### config.mk
export PLATFORM = sky130hd
export DESIGN_NAME = stc_timer
export DESIGN_NICKNAME = d
export VERILOG_FILES = /design/src/stc_pkg.sv /design/src/stc_edge_sync.sv /design/src/stc_timer.sv
export SDC_FILE = /design/constraint.sdc
export NUM_CORES = 1
export LEC_CHECK = 0
export BUFFER_PORTS_ARGS = -buffer_cell sky130_fd_sc_hd__buf_4
export CAP_MARGIN = 20
export CORE_MARGIN = 1.5
export CORE_UTILIZATION = 55
export CTS_CLUSTER_SIZE = 40
export DETAILED_ROUTE_END_ITERATION = 10
export GPL_TIMING_DRIVEN = 1
export PLACE_DENSITY = 0.84
export SLEW_MARGIN = 20
export SYNTH_ARGS = -nofsm -noshare
export SYNTH_HDL_FRONTEND = slang
export SYNTH_SLANG_ARGS = --single-unit
### constraint.sdc
create_clock -name sys_clk -period 4.1 [get_ports sys_clk]
set_input_delay 0.205 -clock sys_clk [delete_from_list [all_inputs] [get_ports sys_clk]]
set_output_delay 0.205 -clock sys_clk [all_outputs]
set_load 0.01 [all_outputs]
### src/stc_pkg.sv
package stc_pkg;

   // ------------------------------------------------------------------
   // register map (byte addresses)
   // ------------------------------------------------------------------
   localparam logic [7:0] OFS_CTRL    = 8'h00;
   localparam logic [7:0] OFS_COUNT   = 8'h04;
   localparam logic [7:0] OFS_RELOAD  = 8'h08;
   localparam logic [7:0] OFS_CAPTURE = 8'h0c;
   localparam logic [7:0] OFS_STATUS  = 8'h10;
   localparam logic [7:0] OFS_MASK    = 8'h14;

   // ------------------------------------------------------------------
   // field layout and reset values
   // ------------------------------------------------------------------
   localparam int          CTRL_W        = 10;
   localparam int          CAUSE_BIT     = 16;
   localparam int          STS_W         = 2;
   localparam int          STS_RELOAD    = 0;
   localparam int          STS_CAPTURE   = 1;
   localparam logic [15:0] COUNT_RST     = 16'h0000;
   localparam logic [15:0] RELOAD_RST    = 16'h0000;
   localparam logic [15:0] COUNT_RESTART = 16'h0001;

   // ------------------------------------------------------------------
   // modes, interrupt cause select, prescaler
   // ------------------------------------------------------------------
   localparam logic [1:0] MODE_ONESHOT = 2'h0;
   localparam logic [1:0] MODE_CAPTURE = 2'h1;
   localparam logic [1:0] MODE_RESTART = 2'h2;
   localparam logic [1:0] SEL_BOTH     = 2'h0;
   localparam logic [1:0] SEL_CAPTURE  = 2'h1;
   localparam logic [1:0] SEL_RELOAD   = 2'h2;
   localparam int         PRESC_MAX    = 128;

   // control register as carried through the block
   typedef struct packed {
      logic [1:0] int_sel;   // interrupt_cause_select
      logic       out_en;    // timer output alternate function
      logic       pol;       // output_polarity_bit
      logic [2:0] presc;     // divide by 2**presc
      logic [1:0] mode;
      logic       enable;
   } stc_ctrl_t;

endpackage : stc_pkg

### src/stc_edge_sync.sv
`timescale 1ns/1ps
`default_nettype none

// ---------------------------------------------------------------------
// timer input synchroniser and edge detector
// ---------------------------------------------------------------------
module stc_edge_sync
   import stc_pkg::*;
(
   // clock and reset
   input  wire logic sys_clk,
   input  wire logic rst_n,
   // pin and edge choice
   input  wire logic pin,
   input  wire logic fall_sel,
   // event
   output var  logic edge_pulse
);

   logic meta;
   logic sync;
   logic last;
   logic [1:0] arm;

   // edges wait until the chain holds real pin samples: a pin idle high gives no edge at reset
   always_ff @(posedge sys_clk or negedge rst_n) begin
      if (!rst_n) begin
         arm <= 2'h0;
      end else if (arm != 2'h3) begin
         arm <= arm + 2'h1;
      end
   end

   // two flops before any logic looks at the pin
   always_ff @(posedge sys_clk or negedge rst_n) begin
      if (!rst_n) begin
         meta <= 1'b0;
         sync <= 1'b0;
         last <= 1'b0;
      end else begin
         meta <= pin;
         sync <= meta;
         last <= sync;
      end
   end

   // one pulse per accepted edge, polarity picks rise or fall
   always_ff @(posedge sys_clk or negedge rst_n) begin
      if (!rst_n) begin
         edge_pulse <= 1'b0;
      end else begin
         edge_pulse <= (arm == 2'h3) & (fall_sel ? (last & ~sync) : (~last & sync));
      end
   end

endmodule : stc_edge_sync

`default_nettype wire

### src/stc_timer.sv
// Local design decisions: the address map and the APB interface to the registers.
`timescale 1ns/1ps
`default_nettype none

// Functional notes
// - sixteen-bit up-counter, one step per tick
// - FFFFH wraps to 0000H, keeps counting
// - prescaler divides by 1 up to 128
// - one-shot counts up to reload value
// - one-shot reload: interrupt, count becomes 0001H
// - one-shot reload clears the enable bit
// - output pin inverts one cycle at one-shot reload
// - capture edge: interrupt, cause flag set
// - capture-mode reload: interrupt, flag cleared
// - interrupt cause select: both, capture, reload
// - capture copies count into capture register
// - polarity bit picks capture edge
// - restart mode records count on edge
// - one count per prescale system clocks
module stc_timer
   import stc_pkg::*;
(
   // clock and reset
   input  wire logic        sys_clk,
   input  wire logic        rst_n,
   // apb slave
   input  wire logic        psel,
   input  wire logic        penable,
   input  wire logic        pwrite,
   input  wire logic [7:0]  paddr,
   input  wire logic [31:0] pwdata,
   output var  logic [31:0] prdata,
   output var  logic        pready,
   output var  logic        pslverr,
   // timer pins
   input  wire logic        tmr_in,
   output var  logic        tmr_out,
   // interrupt
   output var  logic        irq
);

   // ------------------------------------------------------------------
   // state
   // ------------------------------------------------------------------
   stc_ctrl_t          ctrl;
   logic [15:0]        count;
   logic [15:0]        reload;
   logic [15:0]        capture;
   logic               cause_flag;
   logic [STS_W-1:0]   status;
   logic [STS_W-1:0]   mask;
   logic [6:0]         presc_cnt;
   logic [6:0]         presc_lim;
   logic               tick;
   logic               hit;
   logic               is_oneshot;
   logic               is_cap;
   logic               in_edge;
   logic               cap_take;
   logic [STS_W-1:0]   sts_set;
   logic [STS_W-1:0]   next_status;
   logic               setup;
   logic               wr;
   logic               mapped;
   logic [31:0]        rdata;
   logic               run_pol;
   logic               out_lvl;

   // ------------------------------------------------------------------
   // bus decode
   // ------------------------------------------------------------------
   assign setup = psel & ~penable;
   assign wr    = psel & penable & pready & pwrite;

   // read mux and address check
   always_comb begin
      rdata  = 32'h0000_0000;
      mapped = 1'b1;
      case (paddr)
         OFS_CTRL: begin
            rdata[CTRL_W-1:0] = ctrl;
            rdata[CAUSE_BIT]  = cause_flag;
         end
         OFS_COUNT:   rdata[15:0]      = count;
         OFS_RELOAD:  rdata[15:0]      = reload;
         OFS_CAPTURE: rdata[15:0]      = capture;
         OFS_STATUS:  rdata[STS_W-1:0] = status;
         OFS_MASK:    rdata[STS_W-1:0] = mask;
         default:     mapped           = 1'b0;
      endcase
   end

   // no wait state: answer prepared in setup, shown in the first access cycle
   always_ff @(posedge sys_clk or negedge rst_n) begin
      if (!rst_n) begin
         pready  <= 1'b0;
         prdata  <= 32'h0000_0000;
         pslverr <= 1'b0;
      end else begin
         pready  <= setup;
         prdata  <= (setup & ~pwrite) ? rdata : 32'h0000_0000;
         pslverr <= setup & ~mapped;
      end
   end

   // ------------------------------------------------------------------
   // prescaler and events
   // ------------------------------------------------------------------
   assign presc_lim  = 7'((8'h01 << ctrl.presc) - 8'h01);
   assign tick       = ctrl.enable && (presc_cnt == presc_lim);
   assign hit        = tick && (count == reload);
   assign is_oneshot = (ctrl.mode == MODE_ONESHOT);
   assign is_cap     = ctrl.enable && !is_oneshot;
   assign cap_take   = is_cap && in_edge;

   // divider: a tick every 2**presc system clocks
   always_ff @(posedge sys_clk or negedge rst_n) begin
      if (!rst_n) begin
         presc_cnt <= 7'h00;
      end else if (!ctrl.enable || tick) begin
         presc_cnt <= 7'h00;
      end else begin
         presc_cnt <= presc_cnt + 7'h01;
      end
   end

   // input pin synchroniser
   stc_edge_sync u_sync (
      .sys_clk    (sys_clk),
      .rst_n      (rst_n),
      .pin        (tmr_in),
      .fall_sel   (ctrl.pol),
      .edge_pulse (in_edge)
   );

   // ------------------------------------------------------------------
   // registers
   // ------------------------------------------------------------------
   // control; one-shot reload drops the enable
   always_ff @(posedge sys_clk or negedge rst_n) begin
      if (!rst_n) begin
         ctrl <= '0;
      end else if (wr && paddr == OFS_CTRL) begin
         ctrl <= stc_ctrl_t'(pwdata[CTRL_W-1:0]);
      end else if (hit && is_oneshot) begin
         ctrl.enable <= 1'b0;
      end
   end

   // counter
   always_ff @(posedge sys_clk or negedge rst_n) begin
      if (!rst_n) begin
         count <= COUNT_RST;
      end else if (wr && paddr == OFS_COUNT) begin
         count <= pwdata[15:0];
      end else if (cap_take && ctrl.mode == MODE_RESTART) begin
         count <= COUNT_RESTART;
      end else if (hit) begin
         count <= COUNT_RESTART;
      end else if (tick) begin
         count <= count + 16'h0001;
      end
   end

   // reload value
   always_ff @(posedge sys_clk or negedge rst_n) begin
      if (!rst_n) begin
         reload <= RELOAD_RST;
      end else if (wr && paddr == OFS_RELOAD) begin
         reload <= pwdata[15:0];
      end
   end

   // capture value; a capture beats a software write
   always_ff @(posedge sys_clk or negedge rst_n) begin
      if (!rst_n) begin
         capture <= 16'h0000;
      end else if (cap_take) begin
         capture <= count;
      end else if (wr && paddr == OFS_CAPTURE) begin
         capture <= pwdata[15:0];
      end
   end

   // capture cause flag
   always_ff @(posedge sys_clk or negedge rst_n) begin
      if (!rst_n) begin
         cause_flag <= 1'b0;
      end else if (cap_take) begin
         cause_flag <= 1'b1;
      end else if (hit && is_cap) begin
         cause_flag <= 1'b0;
      end
   end

   // ------------------------------------------------------------------
   // interrupts
   // ------------------------------------------------------------------
   // cause select filters which events may raise the line
   always_comb begin
      sts_set              = '0;
      sts_set[STS_RELOAD]  = hit && (ctrl.int_sel != SEL_CAPTURE);
      sts_set[STS_CAPTURE] = cap_take && (ctrl.int_sel != SEL_RELOAD);
      next_status          = status;
      if (wr && paddr == OFS_STATUS) begin
         next_status = status & ~pwdata[STS_W-1:0];
      end
      next_status = next_status | sts_set; // set wins over clear
   end

   // sticky status, mask and interrupt line
   always_ff @(posedge sys_clk or negedge rst_n) begin
      if (!rst_n) begin
         status <= '0;
         mask   <= '0;
         irq    <= 1'b0;
      end else begin
         status <= next_status;
         if (wr && paddr == OFS_MASK) begin
            mask <= pwdata[STS_W-1:0];
         end
         irq <= |(status & mask);
      end
   end

   // ------------------------------------------------------------------
   // timer output pin
   // ------------------------------------------------------------------
   // level latched while stopped, so a polarity write while running shows after time-out
   always_ff @(posedge sys_clk or negedge rst_n) begin
      if (!rst_n) begin
         run_pol <= 1'b0;
      end else if (!ctrl.enable) begin
         run_pol <= ctrl.pol;
      end
   end

   assign out_lvl = ctrl.enable ? run_pol : ctrl.pol;

   // held level, inverted for one cycle at a one-shot reload
   always_ff @(posedge sys_clk or negedge rst_n) begin
      if (!rst_n) begin
         tmr_out <= 1'b0;
      end else begin
         tmr_out <= ctrl.out_en & (out_lvl ^ (hit && is_oneshot));
      end
   end

   logic wr_cnt;
   logic wr_ctl;
   assign wr_cnt = wr && paddr == OFS_COUNT;
   assign wr_ctl = wr && paddr == OFS_CTRL;
endmodule : stc_timer

`default_nettype wire

==> results.rst, run 1 <==
.. list-table::
   :header-rows: 1

   * - Metric
     - Value
   * - Run status
     - finished, final reports clean
   * - Tightest Hold Check Type
     - input pin to register
   * - CORE AREA
     - 0.009284 mm²
   * - Slowest Stage Delay on Critical Path
     - 0.72 ns
   * - Wire length of the first global-routing pass
     - 19.57 mm
   * - Tot Pwr
     - roughly 1.8 mW
   * - Total of flip-flops plus latches after synthesis
     - between 90 and 100
   * - Max Fanout on Critical Path
     - 19
   * - Via count of the first global-routing pass
     - 4016
   * - Min Tclk post-route
     - 2.751 ns
   * - Routed via count divided by cell count
     - roughly 6.0
   * - Growth of design area from synthesis to finish
     - 11.27%
   * - Global-route usage over all layers
     - 24.67%
   * - Category of the worst setup path launch point
     - register
   * - Final antenna-violating net count
     - 0
   * - Setup tns final
     - 0 ns
   * - Routed Wire Length
     - around 12 mm
   * - Filler cell count
     - 745
   * - Total number of vias
     - 4049
   * - RR Endpoint
     - ctrl[0]
   * - Clock sinks
     - 98
   * - Cells traversed along the worst timing path
     - xor2_1 -> nor4_1 -> nand4_1 -> nor3_1 -> nand2_1 -> a31o_2
   * - Total count of max-transition violations in the final report
     - 0
   * - Required time of the critical path
     - between 4 and 5 ns
   * - Average wire per cell in the routed design
     - roughly 17 µm
   * - CTS tree
     - built
   * - Maximum achievable frequency
     - 0.3636 GHz
   * - Average size of a mapped cell
     - 10.62 µm²
   * - Post-CTS sizing
     - 0
   * - Clock root buffer master
     - clkbuf_8
   * - Gate count after technology mapping
     - 500
   * - Clock network latency to the later pin of the worst-skew pair
     - roughly 0.37 ns
   * - GP Congestion
     - 0.8933
   * - Post-Synthesis Cell Area
     - 0.005308 mm²
   * - Core Rows
     - 35
   * - Power per unit of standard cell area
     - 301.2 mW/mm²
   * - Number of max-cap violations
     - 0
   * - Initial DRC count
     - around 250
   * - Combined buffer and inverter count along the critical path
     - 0
   * - Clock-pin transition on the worst setup and hold timing paths
     - approximately 0.1 ns
   * - Sequential area share after synthesis
     - 46.20%
   * - Adder and majority cell fraction of the synthesized area
     - 0.7072%
   * - Area share of and/or/nand/nor cells after synthesis
     - 15.04%
   * - Most frequent cells in the layout
     - dfrtp_1, buf_4, nor2_1
   * - Combinational family with the most area after synthesis
     - simple AND/OR/NAND/NOR gates
   * - Layout cell share with drive strength beyond 1
     - between 20% and 30%
   * - Buffers on Ports
     - 50
   * - Count of flip-flops with a built-in enable after synthesis
     - 0
   * - Number of distinct library cells after synthesis
     - 70
   * - Slew HR
     - 37.97%
   * - Final period util
     - 67.09%
   * - Total setup violations reported at the end of the flow
     - 0
   * - Xor and xnor area share after synthesis
     - between 3 and 4%
   * - Critical-path cell with the highest stage delay
     - nand4_1
   * - Warnings, synthesis
     - 0
   * - Ant. Diodes
     - 0
   * - Final worst clock skew
     - 0.01661 ns
   * - Starting Density
     - 57.17%
   * - Share of synthesized flip-flops with an asynchronous set or reset
     - 100.0%
   * - Hold-critical path endpoint
     - pready
   * - Vertical extent of the die
     - about 100 µm
   * - P_leak
     - 3.036 nW
   * - Reg2Reg Setup Slack
     - 1.35 ns
   * - Crit path max-delay family
     - simple AND/OR/NAND/NOR gates
   * - Hold path cells
     - 2
   * - Dominant synthesized flop cell
     - dfrtp_1
   * - Origin of the worst min-delay path
     - penable
   * - Boundary Pins
     - 82
   * - Setup repair bufs after CTS
     - 0
   * - Worst path arrival time
     - 3.01 ns
   * - Clock buffers created by TritonCTS
     - 9
   * - Worst supply voltage drop on vdd
     - 0.1677 mV
   * - RSZ-0062 raised after global routing
     - false
   * - Horizontal die dimension
     - 101.2 µm
   * - Share of the synthesized area in compound gates (AO/OA/AOI/OAI)
     - 14.12%
   * - CTS H-Tree Depth
     - 3
   * - Post-route DRC violation count
     - 0
   * - Most common library cell in the layout ignoring fill and taps
     - dfrtp_1
   * - WS Path Type
     - register to register
   * - Number of antenna violations at the first check in global routing
     - 0
   * - Number of iterations in the first detailed-routing pass
     - 8
   * - Final hold violations
     - 0
   * - Die Footprint
     - 0.01025 mm²
   * - Setup crit start
     - count[9]
   * - Net count reported at finish
     - 586
   * - Element type at the critical path end
     - register
   * - Actual transition at the worst max-transition pin
     - 0.9233 ns
   * - Worst Reg-to-Reg Cells
     - 6
   * - Worst flop-to-flop path startpoint
     - count[9]
   * - Deepest clock path buffer count
     - 2
   * - Total gr overflow
     - 0
   * - Mux share of post-synthesis cell area
     - ~15%
   * - Pin count of the biggest net entering global routing
     - 68
   * - DP Wirelength
     - 7.954 mm
## per-stage QoR
step	hold WS, ns	area (µm²)	util [%]	setup WS, ns	instances
6_report	0.01460	5906	63.61	1.349	671
5_1_grt	0.008154	5906	63.61	1.045	671
4_1_cts	0.005116	5903	63.58	1.417	671
3_5_place_dp	0.3162	5665	61.02	1.416	653
3_3_place_gp	0.3162	5665	61.02	1.457	653
2_1_floorplan	-0.09059	5360	-	1.966	514
## worst register-to-register path: cells and delay by family (launching register included)
kind	cells	cell delay [ns]
flip-flops	1	0.53
XOR/XNOR	1	0.22
AND/OR/NAND/NOR	4	1.63
AO/OA/AOI/OAI	1	0.27
## report_power, final
group | leakage, nW | internal [mW] | switching, mW | total (mW)
sequential | 1.33 | 0.972 | 0.00697 | 0.979
clock | 0.108 | 0.349 | 0.346 | 0.695
combinational | 1.60 | 0.0410 | 0.0631 | 0.104
total | 3.04 | 1.36 | 0.416 | 1.78
## how the worst max path moves through the flow
stage          slack (ns)  cells past startpoint  endpoint
2_1_floorplan        1.97                      8  count[0]
3_3_place_gp         1.46                      6   ctrl[0]
3_5_place_dp         1.42                      7  count[0]
4_1_cts              1.42                      7  count[0]
5_1_grt              1.05                      6   ctrl[0]
6_report             1.35                      6   ctrl[0]
## routing by layer
metal  routed length [µm]  global-route usage, %  part of all wire (%)
met4                  263                  11.75                   2.3
met2                 5688                  40.01                    49
met5                    0                      0                     0
met3                  668                  3.865                   5.7
met1                 5046                  32.68                    43
## cell type report
cell class | count | area [µm²] | share of cell area, %
inverter | 8 | 30.03 | 0.5085
sequential | 98 | 2452 | 41.53
timing repair buffer | 57 | 432.9 | 7.331
clock inverter | 5 | 86.33 | 1.462
clock buffer | 11 | 131.4 | 2.225
tap | 129 | 161.4 | 2.733
multi-input combinational | 363 | 2611 | 44.22
## logic make-up after synthesis
group / count (synthesis)
AND/OR/NAND/NOR: 159
flip-flops: 98
XOR/XNOR: 22
adder cells (fa/ha/maj): 3
AO/OA/AOI/OAI: 102
other: 1
multiplexers: 62
buffers and inverters: 53
## synth_stat cells (6+ instances only)
library cell  number  area, µm²
a21oi_1           26      130.1
a22oi_1            8      60.06
a31oi_1            8      50.05
and2_1             6      37.54
and3_1            13      81.33
buf_4             17      127.6
clkbuf_1          14      52.55
dfrtp_1           98       2452
inv_1              8      30.03
mux2_2            38      427.9
mux2i_1           14      140.1
mux4_2             8      180.2
nand2_1           43      161.4
nand3_1           15      75.07
nand4_1            8      50.05
nor2_1            46      172.7
o21ai_0           14      70.07
xor2_1            18      157.7
## repair_timing
item / 4_1_cts / 5_1_grt
endpoints found under the setup margin: 0 / 0
hold endpoints to repair: 67 / 0
hold buffers: 2 / 0
## registers in the layout, indices dropped and copies added, names as in the netlist, 2 cells and up
signal      cells
capture        16
count          16
ctrl           10
mask            2
prdata         17
presc_cnt       7
reload         16
status          2
u_sync.arm      2
No activity file was read; power rests on OpenSTA's default activity.
==> inputs of run 2 (changes only) <==
Clock period 4.1 ns to 2.55 ns, I/O delays scaled along.
==> results.rst, run 2 (same netlist as run 1, synthesis figures left out) <==
.. list-table::
   :header-rows: 1

   * - Metric
     - Value
   * - Run status
     - finished, final reports clean
   * - Die Footprint
     - 0.01025 mm²
   * - Buffers on Ports
     - 50
   * - P_leak
     - between 3 and 4 nW
   * - Placed cell areas
     - 0.005783 mm²
   * - DP Wirelength
     - roughly 8.6 mm
   * - Total setup violations reported at the end of the flow
     - 0
   * - Clock buffers created by TritonCTS
     - 9
   * - Final period util
     - about nine tenths
   * - Worst path arrival time
     - between 2 and 3 ns
   * - CORE AREA
     - 0.009284 mm²
   * - WS Path Type
     - register to register
   * - Ant. Diodes
     - 0
   * - Routed via count divided by cell count
     - ~6.0
   * - Final worst clock skew
     - roughly 0.012 ns
   * - Most frequent cells in the layout
     - dfrtp_1, buf_4, nor2_1
   * - GP Congestion
     - 0.9459
   * - Worst supply voltage drop on vdd
     - ~0.23 mV
   * - CTS tree
     - built
   * - Max Fanout on Critical Path
     - 11
   * - Flip-flop count of the largest register, all copies and words added
     - 17
   * - Net count reported at finish
     - between 600 and 700
   * - Hold path cells
     - 2
   * - Deepest clock path buffer count
     - 2
   * - Post-route cell area
     - 0.006047 mm²
   * - Clock root buffer master
     - clkbuf_8
   * - Initial DRC count
     - 314
   * - Post-route DRC violation count
     - 0
   * - Part of the power in the clock network
     - between 30% and 40%
   * - Cell internal pwr
     - 2.060 mW
   * - Growth of design area from synthesis to finish
     - 13.93%
   * - Sequential group share of total power
     - 57.2%
   * - Routed Wire Length
     - 12.25 mm
   * - Number of max-cap violations
     - 0
   * - Layout cell share with drive strength beyond 1
     - 26.74%
   * - Average wire per cell in the routed design
     - 17.76 µm
   * - Largest register by flop count
     - prdata
   * - Core Rows
     - 35
   * - Setup tns final
     - 0 ns
   * - Pin count of the biggest net entering global routing
     - 51
   * - Via count of the first global-routing pass
     - 4097
   * - Min Tclk post-route
     - about 2.3 ns
   * - Wire length of the first global-routing pass
     - between 20 and 25 mm
   * - Actual transition at the worst max-transition pin
     - around 0.65 ns
   * - RSZ-0062 raised after global routing
     - false
   * - Required time of the critical path
     - 2.81 ns
   * - Category of the worst setup path launch point
     - register
   * - CTS H-Tree Depth
     - 3
   * - Slew HR
     - 56.49%
   * - Clock sinks
     - 98
   * - Clock-pin transition on the worst setup and hold timing paths
     - 0.10 ns
   * - Most common library cell in the layout ignoring fill and taps
     - dfrtp_1
   * - Number of antenna violations at the first check in global routing
     - 0
   * - Global-route usage over all layers
     - 25.91%
   * - Vertical extent of the die
     - slightly above 100 µm
   * - Number of iterations in the first detailed-routing pass
     - 5
   * - Final hold violations
     - 0
   * - Switch Pwr
     - 0.6948 mW
   * - Power per unit of standard cell area
     - 455.5 mW/mm²
   * - Total count of max-transition violations in the final report
     - 0
   * - Horizontal die dimension
     - 101.2 µm
   * - Worst Reg-to-Reg Cells
     - 6
   * - Final standard cell utilization of the core
     - between 60% and 70%
   * - Clock network latency to the later pin of the worst-skew pair
     - 0.38 ns
   * - Maximum achievable frequency
     - 0.4293 GHz
   * - Post-CTS sizing
     - 0
   * - Part of the power in combinational logic
     - 6.5%
   * - Boundary Pins
     - 82
   * - Starting Density
     - 57.17%
   * - Tot Pwr
     - 2.755 mW
   * - Element type at the critical path end
     - register
   * - Final antenna-violating net count
     - 0
   * - Tightest Hold Check Type
     - input pin to register
   * - Switching Share
     - 25.22%
   * - Total gr overflow
     - 0
   * - Total number of vias
     - 4159
[run 2: per-stage QoR]
step           worst slack (ns)  std cells  hold slack, ns
6_report                 0.2208        690        0.003305
5_1_grt                  0.1053        690        0.008781
4_1_cts                  0.2131        690        0.004569
3_5_place_dp             0.2515        667          0.1935
3_3_place_gp             0.3280        667          0.1903
2_1_floorplan            0.4156        514         -0.1681
[run 2: final timing paths]
path | startpoint | slack, ns | endpoint
setup / recovery | ctrl[4] | 0.22 | count[0]
hold / removal | pwdata[14] | 0.003 | reload[14]
setup reg to reg | ctrl[4] | 0.22 | count[0]
hold reg to reg | u_sync.meta | 0.36 | u_sync.sync
max in group asynchronous | rst_n | 1.56 | reload[2]
min in group asynchronous | rst_n | 0.31 | u_sync.meta
[run 2: power groups by stage]
stage	Clock, mW	Sequential, mW	Combinational (mW)
2_1_floorplan	0	1.60	0.0847
3_3_place_gp	0	1.60	0.166
3_5_place_dp	0	1.61	0.171
4_1_cts	1.01	1.58	0.180
5_1_grt	1.07	1.58	0.198
6_report	1.00	1.58	0.179
[run 2: repair_timing]
| item | 4_1_cts | 5_1_grt |
|---|---|---|
| endpoints found under the hold margin | 55 | 0 |
| setup buffers | 0 | 0 |
| hold buffers | 7 | 0 |
[run 2: final cells by class]
cell class / count / area (µm²)
clock inverters: 5 / 42.54
inverters: 8 / 30.03
flip-flops and latches: 98 / 2452
fillers: 738 / 3237
well taps: 129 / 161.4
multi-input cells: 363 / 2609
clock buffers: 11 / 151.4
repair buffers: 76 / 600.6
[run 2: layer usage]
layer  vias to the layer above  track usage, %  part of all wire (%)
li1                       1895               -                     -
met1                      2025           33.92                    41
met2                       195           41.82                    49
met3                        44           4.762                   6.9
met4                         0           12.61                   3.6
met5                         -               0                     0
[run 2: critical path, stage by stage (launching register included)]
cell      delay (ns)
dfrtp_1         0.50
or3_1           0.42
o31ai_2         0.22
o22ai_2         0.13
nor3b_4         0.25
nand2b_1        0.33
mux2_1          0.36
